[config.mk]
export PLATFORM = sky130hd
export DESIGN_NAME = gpio_ports
export DESIGN_NICKNAME = d
export VERILOG_FILES = /design/src/design/gpio_port_pkg.sv /design/src/design/gpio_pad_ctrl.sv /design/src/design/gpio_ports.sv
export SDC_FILE = /design/constraint.sdc
export NUM_CORES = 1
export LEC_CHECK = 0
export BUFFER_PORTS_ARGS = -buffer_cell sky130_fd_sc_hd__buf_2
export CORE_ASPECT_RATIO = 0.5
export CORE_MARGIN = 2
export CORE_UTILIZATION = 40
export DETAILED_ROUTE_END_ITERATION = 8
export PLACE_DENSITY_LB_ADDON = 0.12
export SLEW_MARGIN = 20
export SYNTH_ARGS = -nofsm -noshare
export SYNTH_HDL_FRONTEND = slang
export SYNTH_SLANG_ARGS = --single-unit
[constraint.sdc]
create_clock -name ref_clk -period 2.05 [get_ports ref_clk]
set_clock_uncertainty 0.05 [all_clocks]
set_input_delay 0.41 -clock ref_clk [delete_from_list [all_inputs] [get_ports ref_clk]]
set_output_delay 0.41 -clock ref_clk [all_outputs]
set_load 0.05 [all_outputs]
[src/design/gpio_port_pkg.sv]
// Constants, types and helpers for the P0/P1/P9 port block.
// Assumes a 50 MHz ref_clk and an Avalon-MM slave with 32-bit data.
// Contract
// - P0 has four pins with own direction
// - P1 has four pins with own direction
// - Output mode drives the latch bit level
// - Direction 0 input, 1 output, reset 0
// - Pull-up only if enabled and input mode
// - P0 select bits route pins to oscillators
// - Clearing HF select with oscillator on resets
// - P0 readback zero if output or routed
// - P1 readback live if input, else zero
// - P10 is reset input until made port
// - UART1 swap bit exchanges P90 and P91
// - Don't-care settings never change pin behaviour
// - Latch value reaches pin after write cycle
package gpio_port_pkg;

    // Bus geometry
    localparam int ADDR_W = 14;
    localparam int IDX_W  = 12;
    localparam int DATA_W = 32;

    // Register indices; byte address is four times the index
    localparam logic [IDX_W-1:0] IDX_P0_LATCH  = 12'h000;
    localparam logic [IDX_W-1:0] IDX_P1_LATCH  = 12'h001;
    localparam logic [IDX_W-1:0] IDX_P9_LATCH  = 12'h009;
    localparam logic [IDX_W-1:0] IDX_P0_READ   = 12'h00d;
    localparam logic [IDX_W-1:0] IDX_P1_READ   = 12'h00e;
    localparam logic [IDX_W-1:0] IDX_P9_READ   = 12'h016;
    localparam logic [IDX_W-1:0] IDX_P0_DIR    = 12'hf1a;
    localparam logic [IDX_W-1:0] IDX_P1_DIR    = 12'hf1b;
    localparam logic [IDX_W-1:0] IDX_P9_DIR    = 12'hf23;
    localparam logic [IDX_W-1:0] IDX_P0_PU     = 12'hf27;
    localparam logic [IDX_W-1:0] IDX_P1_PU     = 12'hf28;
    localparam logic [IDX_W-1:0] IDX_P0_FSEL   = 12'hf34;
    localparam logic [IDX_W-1:0] IDX_P9_FSEL   = 12'hf3d;
    localparam logic [IDX_W-1:0] IDX_SYS_CTRL2 = 12'hf50;
    localparam logic [IDX_W-1:0] IDX_UART_SWAP = 12'hf51;

    // Field positions
    localparam int HF_SEL_BIT    = 0;
    localparam int LF_SEL_BIT    = 2;
    localparam int HF_EN_BIT     = 0;
    localparam int P10_PORT_BIT  = 1;
    localparam int UART1_SWAP_BIT = 0;

    // Implemented-bit masks
    localparam logic [7:0] PORT_MASK = 8'h0f;
    localparam logic [7:0] P9_MASK   = 8'h07;
    localparam logic [7:0] FSEL_MASK = 8'h05;
    localparam logic [7:0] SYS_MASK  = 8'h03;
    localparam logic [7:0] SWAP_MASK = 8'h01;

    // Reset values
    localparam logic [3:0] REG_RESET = 4'h0;
    localparam logic [7:0] BYTE_ZERO = 8'h00;

    // Per-port software settings
    typedef struct packed {
        logic [3:0] latch;
        logic [3:0] dir;
        logic [3:0] pu;
    } port_cfg_t;

    // Per-port pad controls
    typedef struct packed {
        logic [3:0] out;
        logic [3:0] oe;
        logic [3:0] pull;
    } pad_t;

    // Bus handshake states
    typedef enum logic {BUS_IDLE, BUS_DONE} bus_state_t;

    // Keep only implemented bits of a written byte
    function automatic logic [3:0] masked_nibble(input logic [7:0] data,
                                                 input logic [7:0] mask);
        logic [7:0] tmp;
        tmp = data & mask;
        return tmp[3:0];
    endfunction

endpackage

[src/design/gpio_pad_ctrl.sv]
// Pad control and readback gating for one four-pin port.
// Assumes pin inputs already synchronous to ref_clk.
`timescale 1ns/1ps
`default_nettype none
module gpio_pad_ctrl
    import gpio_port_pkg::*;
(
    input  wire port_cfg_t  cfg,
    input  wire logic [3:0] pin_in,
    input  wire logic [3:0] alt_own,
    input  wire logic [3:0] alt_oe,
    input  wire logic [3:0] alt_out,
    input  wire logic [3:0] rd_block,
    output var  pad_t       pad,
    output logic [3:0]      readback
);

    // Pin drive follows latch unless a secondary function owns it
    always_comb begin
        // Owned pins ignore the direction bit for drive, enable and pull-up
        pad.out  = (alt_own & alt_out) | (~alt_own & cfg.latch);
        pad.oe   = (alt_own & alt_oe) | (~alt_own & cfg.dir);
        // Pull-up is meaningless while driving, so it is gated off
        pad.pull = cfg.pu & ~cfg.dir & ~alt_own;
        // No input latch: the live level is returned directly
        readback = pin_in & ~cfg.dir & ~rd_block;
    end

endmodule
`default_nettype wire

[src/design/gpio_ports.sv]
// Top of the P0/P1/P9 port block with its Avalon-MM register slave.
// Assumes pins and bus signals synchronous to ref_clk; pads resolve
// the wire level from out, oe and pull outside this block.
`timescale 1ns/1ps
`default_nettype none
module gpio_ports
    import gpio_port_pkg::*;
(
    input  wire logic              ref_clk,
    input  wire logic              rstn,
    // Avalon-MM slave
    input  wire logic [ADDR_W-1:0] avs_address,
    input  wire logic              avs_read,
    input  wire logic              avs_write,
    input  wire logic [DATA_W-1:0] avs_writedata,
    input  wire logic [3:0]        avs_byteenable,
    output logic [DATA_W-1:0]      avs_readdata,
    output logic                   avs_waitrequest,
    // Port P0 pins
    input  wire logic [3:0]        p0_pin_in,
    output logic [3:0]             p0_pin_out,
    output logic [3:0]             p0_pin_oe,
    output logic [3:0]             p0_pin_pullup,
    // Port P1 pins
    input  wire logic [3:0]        p1_pin_in,
    output logic [3:0]             p1_pin_out,
    output logic [3:0]             p1_pin_oe,
    output logic [3:0]             p1_pin_pullup,
    // Port P9 pins
    input  wire logic [2:0]        p9_pin_in,
    output logic [2:0]             p9_pin_out,
    output logic [2:0]             p9_pin_oe,
    // Secondary functions
    output logic                   hf_osc_input,
    output logic                   lf_osc_input,
    output logic                   external_reset_in_n,
    output logic                   ext_irq5_in_n,
    output logic                   stop_release_in_n,
    input  wire logic              uart1_transmit,
    output logic                   uart1_receive,
    output logic                   sysclk_reset_req
);

    // Reset synchroniser stages
    logic       rst_meta_n;             // First stage, read by second only
    logic       rst_n;                  // Released reset for the block

    // Register state
    port_cfg_t  p0_cfg;                 // P0 latch, direction, pull-up
    port_cfg_t  p1_cfg;                 // P1 latch, direction, pull-up
    port_cfg_t  p9_cfg;                 // P9 latch, direction (no pull-up)
    logic [3:0] p0_fsel;                // Oscillator select bits
    logic [3:0] p9_fsel;                // UART output select bits
    logic [3:0] sys_ctrl2;              // Oscillator enable, P10 mode
    logic [3:0] uart_swap;              // UART1 pin swap
    logic       osc_reset;              // Registered reset request

    // Next values
    port_cfg_t  next_p0_cfg;
    port_cfg_t  next_p1_cfg;
    port_cfg_t  next_p9_cfg;
    logic [3:0] next_p0_fsel;
    logic [3:0] next_p9_fsel;
    logic [3:0] next_sys_ctrl2;
    logic [3:0] next_uart_swap;
    logic       next_osc_reset;

    // Bus state
    bus_state_t       bus_state;        // Idle or answering
    bus_state_t       next_bus_state;
    logic [7:0]       read_byte;        // Held answer byte
    logic [7:0]       next_read_byte;
    logic [7:0]       read_mux;         // Decoded read value
    logic             bus_req;          // Read or write present
    logic             commit;           // Edge at which access completes
    logic             wr_en;            // Write with low lane enabled
    logic [IDX_W-1:0] reg_idx;          // Word index of the access
    logic [7:0]       wbyte;            // Low byte of write data

    // Pad wiring
    pad_t       p0_pad;
    pad_t       p1_pad;
    pad_t       p9_pad;
    logic [3:0] p0_read;                // Gated P0 readback
    logic [3:0] p1_read;                // Gated P1 readback
    logic [3:0] p9_read;                // Gated P9 readback
    logic [3:0] p0_own;                 // P0 pins given to oscillators
    logic [3:0] p1_own;                 // P1 pins given to reset input
    logic [3:0] p9_own;                 // P9 pin given to transmit
    logic [3:0] p9_tx_out;              // Transmit level per pin
    logic       hf_sel;
    logic       lf_sel;
    logic       p10_is_port;
    logic       swap;

    // Reset release through two flops
    always_ff @(posedge ref_clk or negedge rstn) begin
        if (!rstn) begin
            rst_meta_n <= 1'b0;
            rst_n      <= 1'b0;
        end else begin
            rst_meta_n <= 1'b1;
            rst_n      <= rst_meta_n;
        end
    end

    // Decode of the current access
    always_comb begin
        bus_req = avs_read | avs_write;
        reg_idx = avs_address[ADDR_W-1:2];
        wbyte   = avs_writedata[7:0];
        // Only the answering cycle completes the access
        commit  = bus_req && (bus_state == BUS_DONE);
        // Narrow registers live in the low lane only
        wr_en   = commit && avs_write && avs_byteenable[0];
    end

    // One wait state, then the access completes
    always_comb begin
        case (bus_state)
            BUS_IDLE: begin
                // Request seen: answer on the next edge
                next_bus_state = bus_req ? BUS_DONE : BUS_IDLE;
            end
            BUS_DONE: begin
                // Always back to idle so requests cannot chain early
                next_bus_state = BUS_IDLE;
            end
            default: begin
                next_bus_state = BUS_IDLE;
            end
        endcase
        avs_waitrequest = bus_req && (bus_state != BUS_DONE);
    end

    // Read data multiplexer; unmapped addresses read zero
    always_comb begin
        case (reg_idx)
            IDX_P0_LATCH:  read_mux = {4'h0, p0_cfg.latch};
            IDX_P1_LATCH:  read_mux = {4'h0, p1_cfg.latch};
            IDX_P9_LATCH:  read_mux = {4'h0, p9_cfg.latch};
            IDX_P0_READ:   read_mux = {4'h0, p0_read};
            IDX_P1_READ:   read_mux = {4'h0, p1_read};
            IDX_P9_READ:   read_mux = {4'h0, p9_read};
            IDX_P0_DIR:    read_mux = {4'h0, p0_cfg.dir};
            IDX_P1_DIR:    read_mux = {4'h0, p1_cfg.dir};
            IDX_P9_DIR:    read_mux = {4'h0, p9_cfg.dir};
            IDX_P0_PU:     read_mux = {4'h0, p0_cfg.pu};
            IDX_P1_PU:     read_mux = {4'h0, p1_cfg.pu};
            IDX_P0_FSEL:   read_mux = {4'h0, p0_fsel};
            IDX_P9_FSEL:   read_mux = {4'h0, p9_fsel};
            IDX_SYS_CTRL2: read_mux = {4'h0, sys_ctrl2};
            IDX_UART_SWAP: read_mux = {4'h0, uart_swap};
            default:       read_mux = BYTE_ZERO;
        endcase
        // Sample in the wait cycle so data stands at the completing edge
        if (bus_state == BUS_IDLE && avs_read) begin
            next_read_byte = read_mux;
        end else begin
            next_read_byte = read_byte;
        end
    end

    // Register next values from bus writes
    always_comb begin
        next_p0_cfg    = p0_cfg;
        next_p1_cfg    = p1_cfg;
        next_p9_cfg    = p9_cfg;
        next_p0_fsel   = p0_fsel;
        next_p9_fsel   = p9_fsel;
        next_sys_ctrl2 = sys_ctrl2;
        next_uart_swap = uart_swap;
        next_osc_reset = 1'b0;
        if (wr_en) begin
            // Upper bits are dropped by the masks
            case (reg_idx)
                IDX_P0_LATCH: begin
                    next_p0_cfg.latch = masked_nibble(wbyte, PORT_MASK);
                end
                IDX_P1_LATCH: begin
                    next_p1_cfg.latch = masked_nibble(wbyte, PORT_MASK);
                end
                IDX_P9_LATCH: begin
                    next_p9_cfg.latch = masked_nibble(wbyte, P9_MASK);
                end
                IDX_P0_DIR: begin
                    next_p0_cfg.dir = masked_nibble(wbyte, PORT_MASK);
                end
                IDX_P1_DIR: begin
                    next_p1_cfg.dir = masked_nibble(wbyte, PORT_MASK);
                end
                IDX_P9_DIR: begin
                    next_p9_cfg.dir = masked_nibble(wbyte, P9_MASK);
                end
                IDX_P0_PU: begin
                    next_p0_cfg.pu = masked_nibble(wbyte, PORT_MASK);
                end
                IDX_P1_PU: begin
                    next_p1_cfg.pu = masked_nibble(wbyte, PORT_MASK);
                end
                IDX_P0_FSEL: begin
                    next_p0_fsel = masked_nibble(wbyte, FSEL_MASK);
                    // Giving the crystal pin back while it runs resets
                    next_osc_reset = sys_ctrl2[HF_EN_BIT]
                                     && !wbyte[HF_SEL_BIT];
                end
                IDX_P9_FSEL: begin
                    next_p9_fsel = masked_nibble(wbyte, P9_MASK);
                end
                IDX_SYS_CTRL2: begin
                    next_sys_ctrl2 = masked_nibble(wbyte, SYS_MASK);
                end
                IDX_UART_SWAP: begin
                    next_uart_swap = masked_nibble(wbyte, SWAP_MASK);
                end
                default: begin
                    // Unmapped or read-only: write ignored
                    next_osc_reset = 1'b0;
                end
            endcase
        end
    end

    // Register stage for bus and control state
    always_ff @(posedge ref_clk or negedge rst_n) begin
        if (!rst_n) begin
            bus_state <= BUS_IDLE;
            read_byte <= BYTE_ZERO;
            p0_cfg    <= '0;
            p1_cfg    <= '0;
            p9_cfg    <= '0;
            p0_fsel   <= REG_RESET;
            p9_fsel   <= REG_RESET;
            sys_ctrl2 <= REG_RESET;
            uart_swap <= REG_RESET;
            osc_reset <= 1'b0;
        end else begin
            bus_state <= next_bus_state;
            read_byte <= next_read_byte;
            p0_cfg    <= next_p0_cfg;
            p1_cfg    <= next_p1_cfg;
            p9_cfg    <= next_p9_cfg;
            p0_fsel   <= next_p0_fsel;
            p9_fsel   <= next_p9_fsel;
            sys_ctrl2 <= next_sys_ctrl2;
            uart_swap <= next_uart_swap;
            osc_reset <= next_osc_reset;
        end
    end

    // Secondary function ownership of pins
    always_comb begin
        hf_sel      = p0_fsel[HF_SEL_BIT];
        lf_sel      = p0_fsel[LF_SEL_BIT];
        p10_is_port = sys_ctrl2[P10_PORT_BIT];
        swap        = uart_swap[UART1_SWAP_BIT];
        // Crystal pins come in pairs: input and its return pin
        p0_own = {lf_sel, lf_sel, hf_sel, hf_sel};
        // P10 stays a reset input until software claims it
        p1_own = {3'b000, !p10_is_port};
        // Transmit needs both select and output direction
        if (swap) begin
            p9_own = {2'b00, p9_fsel[1] & p9_cfg.dir[1], 1'b0};
        end else begin
            p9_own = {3'b000, p9_fsel[0] & p9_cfg.dir[0]};
        end
        p9_tx_out = {4{uart1_transmit}};
    end

    // P0 pads; oscillator pins are never driven digitally
    gpio_pad_ctrl u_p0_pad (
        .cfg      (p0_cfg),
        .pin_in   (p0_pin_in),
        .alt_own  (p0_own),
        .alt_oe   (4'h0),
        .alt_out  (4'h0),
        .rd_block (p0_own),
        .pad      (p0_pad),
        .readback (p0_read)
    );

    // P1 pads; reset input blocks drive but not readback
    gpio_pad_ctrl u_p1_pad (
        .cfg      (p1_cfg),
        .pin_in   (p1_pin_in),
        .alt_own  (p1_own),
        .alt_oe   (4'h0),
        .alt_out  (4'h0),
        .rd_block (4'h0),
        .pad      (p1_pad),
        .readback (p1_read)
    );

    // P9 pads; top lane unused, its settings stay zero
    gpio_pad_ctrl u_p9_pad (
        .cfg      (p9_cfg),
        .pin_in   ({1'b0, p9_pin_in}),
        .alt_own  (p9_own),
        .alt_oe   (4'hf),
        .alt_out  (p9_tx_out),
        .rd_block (4'h0),
        .pad      (p9_pad),
        .readback (p9_read)
    );

    // Pin and secondary function outputs
    always_comb begin
        p0_pin_out      = p0_pad.out;
        p0_pin_oe       = p0_pad.oe;
        p0_pin_pullup   = p0_pad.pull;
        p1_pin_out      = p1_pad.out;
        p1_pin_oe       = p1_pad.oe;
        p1_pin_pullup   = p1_pad.pull;
        p9_pin_out      = p9_pad.out[2:0];
        p9_pin_oe       = p9_pad.oe[2:0];
        avs_readdata    = {24'h000000, read_byte};
        sysclk_reset_req = osc_reset;
        // Oscillator inputs idle low when not routed
        hf_osc_input    = hf_sel & p0_pin_in[0];
        lf_osc_input    = lf_sel & p0_pin_in[2];
        // Reset input idles high once P10 is a port
        external_reset_in_n = p10_is_port | p1_pin_in[0];
        // Interrupt and stop inputs idle high in output mode
        ext_irq5_in_n     = p1_cfg.dir[1] | p1_pin_in[1];
        stop_release_in_n = p1_cfg.dir[1] | p1_pin_in[1];
        // Receive pin is the one not transmitting; idle high if driven
        if (swap) begin
            uart1_receive = p9_cfg.dir[0] | p9_pin_in[0];
        end else begin
            uart1_receive = p9_cfg.dir[1] | p9_pin_in[1];
        end
    end

endmodule
`default_nettype wire

==> impl_metrics.ini <==
[floorplan]
coreArea_sq_um = 7430
die-area_sq_um = 8520
die_w_um = 129
die_h_um = 66.3
ios = 136
start_util_pct = 41.8
rows = 22

[grt]
busiest_layer = met1
grt_max_degree = 27
grt_pass1_vias = 2700
grt_use_met1_pct = 39.4
grt_usage_pct = 25.2
grt_pass1_wl_um = 15600
grt_antenna_before_repair = 0
overflow = 0
met2_usage_pct = 36.5
gr-usage-met3_pct = 3.64

[clock_tree]
cts_num_sinks = 46
cts_max_path_buffers = 2
htreeDepth = 2
cts-resized-gates = 0
clkTransAtPathRegs_ns = 0.06
insertion_delay_ns = 0.29
cts_tree = built
cts-root-buf = clkbuf_16
cts_buffers = 5
post_cts_buffers = 0

[setup_path]
cp-end-kind = output pin
criticalPathCategory = register to output pin
cp_data_required_time_ns = 1.59
path_cells = nor2_1 -> mux2_2 -> buf_2
crit_path_max_fanout = 6
reg2reg_depth = 4
critPathSlowestCell = dfrtp_1
start_kind = register
max_stage_delay_ns = 0.49
critPathArrivalTime_ns = 1.48

[place]
dp_hpwl_um = 8220
dp_cells = 525
place_congestion = 0.931
portBuffers = 74

[drt]
wl_um = 10200
ant_nets = 0
wl_per_cell_um = 19.1
vias = 2848
drt-pass1-iter-count = 5
drt-vias-per-instance = 5.33
drc_errors = 0
drtIter0Drc = 244

[yosys]
synth_edf_count = 0
ys_warn_count = 0
avgSynthCellArea_sq_um = 9.73
syn_inst = 319
ys_ff_latch = 46
synth_area_sq_um = 3100
synth.distinct_cells = 58
ys.flop_type = dfrtp_1
async_flop_share_pct = 100
yosysSeqAreaShare_pct = 37.1

[cells_and_area]
mostFrequentLayoutCells = buf_2, buf_4, dfrtp_1, mux2_2, conb_1
diodes = 0
final_cells = 534
final_nets = 503
mostFrequentLayoutCell = buf_2
nFillCells = 721
fin_util_pct = 53.9
area_delta_synth_final_pct = 29.0
drive_gt1_share_pct = 44.1

[power_and_ir_drop]
p_total_mw = 2.23
leakage_nw = 2.03
ir_drop_mv = 0.455
p_per_area_nw_per_um2 = 558

[timing]
post-route-min-period_ns = 1.94
maxSlewHeadroom_pct = 57.8
fmax_mhz = 515
rsz0062_at_grt = no
drv_slew = 0
finalCritPeriodShare_pct = 94.8
hold_viol = 0
setup_viol = 0
worstMarginPinSlew_ns = 0.632
tns_ns = 0

[worst_hold_path]
hold_class = register to asynchronous set/reset pin

[status]
outcome = finished, final reports clean

[job]
cap_violations = 0
-- flip-flops by register name, summed over array words and instances (netlist names) --
register / flops
bus_state: 1
p0_cfg: 12
p0_fsel: 2
p1_cfg: 12
p9_cfg: 6
p9_fsel: 3
read_byte: 4
rst_meta_n: 1
rst_n: 1
sys_ctrl2: 2
sysclk_reset_req: 1
uart_swap: 1
-- logic make-up (layout without fill, tap and decap cells) --
| group | after synthesis | in the layout | share of synthesized area (%) |
|---|---|---|---|
| AO/OA/AOI/OAI | 36 | 36 | 8.47 |
| other | 2 | 29 | 0.242 |
| buffers and inverters | 62 | 154 | 12.4 |
| multiplexers | 45 | 45 | 16.5 |
| flip-flops | 46 | 46 | 37.1 |
| AND/OR/NAND/NOR | 128 | 128 | 25.3 |
-- synthesized netlist by cell type (4+ instances only) --
library cell | number | area, sq um
a21oi_1 | 4 | 20.0
a22oi_1 | 4 | 30.0
a31oi_1 | 5 | 31.3
and2_1 | 7 | 43.8
buf_2 | 4 | 20.0
buf_4 | 39 | 293
clkbuf_1 | 8 | 30.0
dfrtp_1 | 46 | 1150
inv_1 | 8 | 30.0
mux2_2 | 34 | 383
mux2i_1 | 5 | 50.1
nand2_1 | 12 | 45.0
nand2b_1 | 5 | 31.3
nand3_1 | 11 | 55.1
nand4_1 | 12 | 75.1
nor2_1 | 23 | 86.3
nor2b_1 | 20 | 125
nor3b_1 | 6 | 45.0
o22ai_1 | 4 | 25.0
-- metal layers --
metal	up-vias	share of wire [%]
met1	1385	52
met3	10	6.5
met2	126	41
li1	1327	-
met4	0	0.63
met5	-	0
-- area by class of cell --
type,count,area (sq um),share of cell area (%)
Multi-Input combinational cell,238,1670,41.8
Sequential cell,46,1150,28.8
Tap cell,96,120,3.00
Clock buffer,7,143,3.56
Clock inverter,1,5.00,0.125
Inverter,8,30.0,0.750
Timing Repair Buffer,138,878,21.9
-- report_power, final --
part | switching [mW] | leakage (nW) | internal, mW
combinational | 0.332 | 1.33 | 0.131
sequential | 0.0183 | 0.629 | 0.926
clock | 0.344 | 0.0739 | 0.484
total | 0.694 | 2.03 | 1.54
-- metrics by stage --
| stage | setup slack, ns | hold slack [ns] | cell area [sq um] |
|---|---|---|---|
| detailed placement | -0.166 | 0.145 | 3840 |
| floorplan | 0.123 | 0.0644 | 3210 |
| CTS | 0.114 | 0.196 | 4000 |
| global route | 0.00445 | 0.232 | 4000 |
| global placement | -0.172 | 0.144 | 3840 |
| finish | 0.106 | 0.183 | 4000 |
-- critical path, delay by kind of cell, from the launching register on --
| kind | cells | cell delay (ns) |
|---|---|---|
| buffers and inverters | 1 | 0.21 |
| DFF | 1 | 0.49 |
| muxes | 1 | 0.33 |
| and+or+nand+nor | 1 | 0.16 |
-- worst paths after layout --
check	slack (ns)	end	start
max in group asynchronous	1.25	p9_fsel[0]	rst_n
setup reg to reg	0.28	read_byte[0]	uart_swap[0]
setup / recovery	0.11	p9_pin_out[0]	uart_swap[0]
hold reg to reg	0.18	p1_cfg[10]	rst_n
min in group ref_clk	0.30	rst_n	rst_meta_n
hold / removal	0.18	p1_cfg[10]	rst_n
-- what timing repair did --
| action | CTS | global route |
|---|---|---|
| endpoints found under the setup margin | 0 | 0 |
| hold endpoints to repair | 2 | 0 |
| hold buffers | 1 | 0 |
Power figures use the tool's default switching activity.
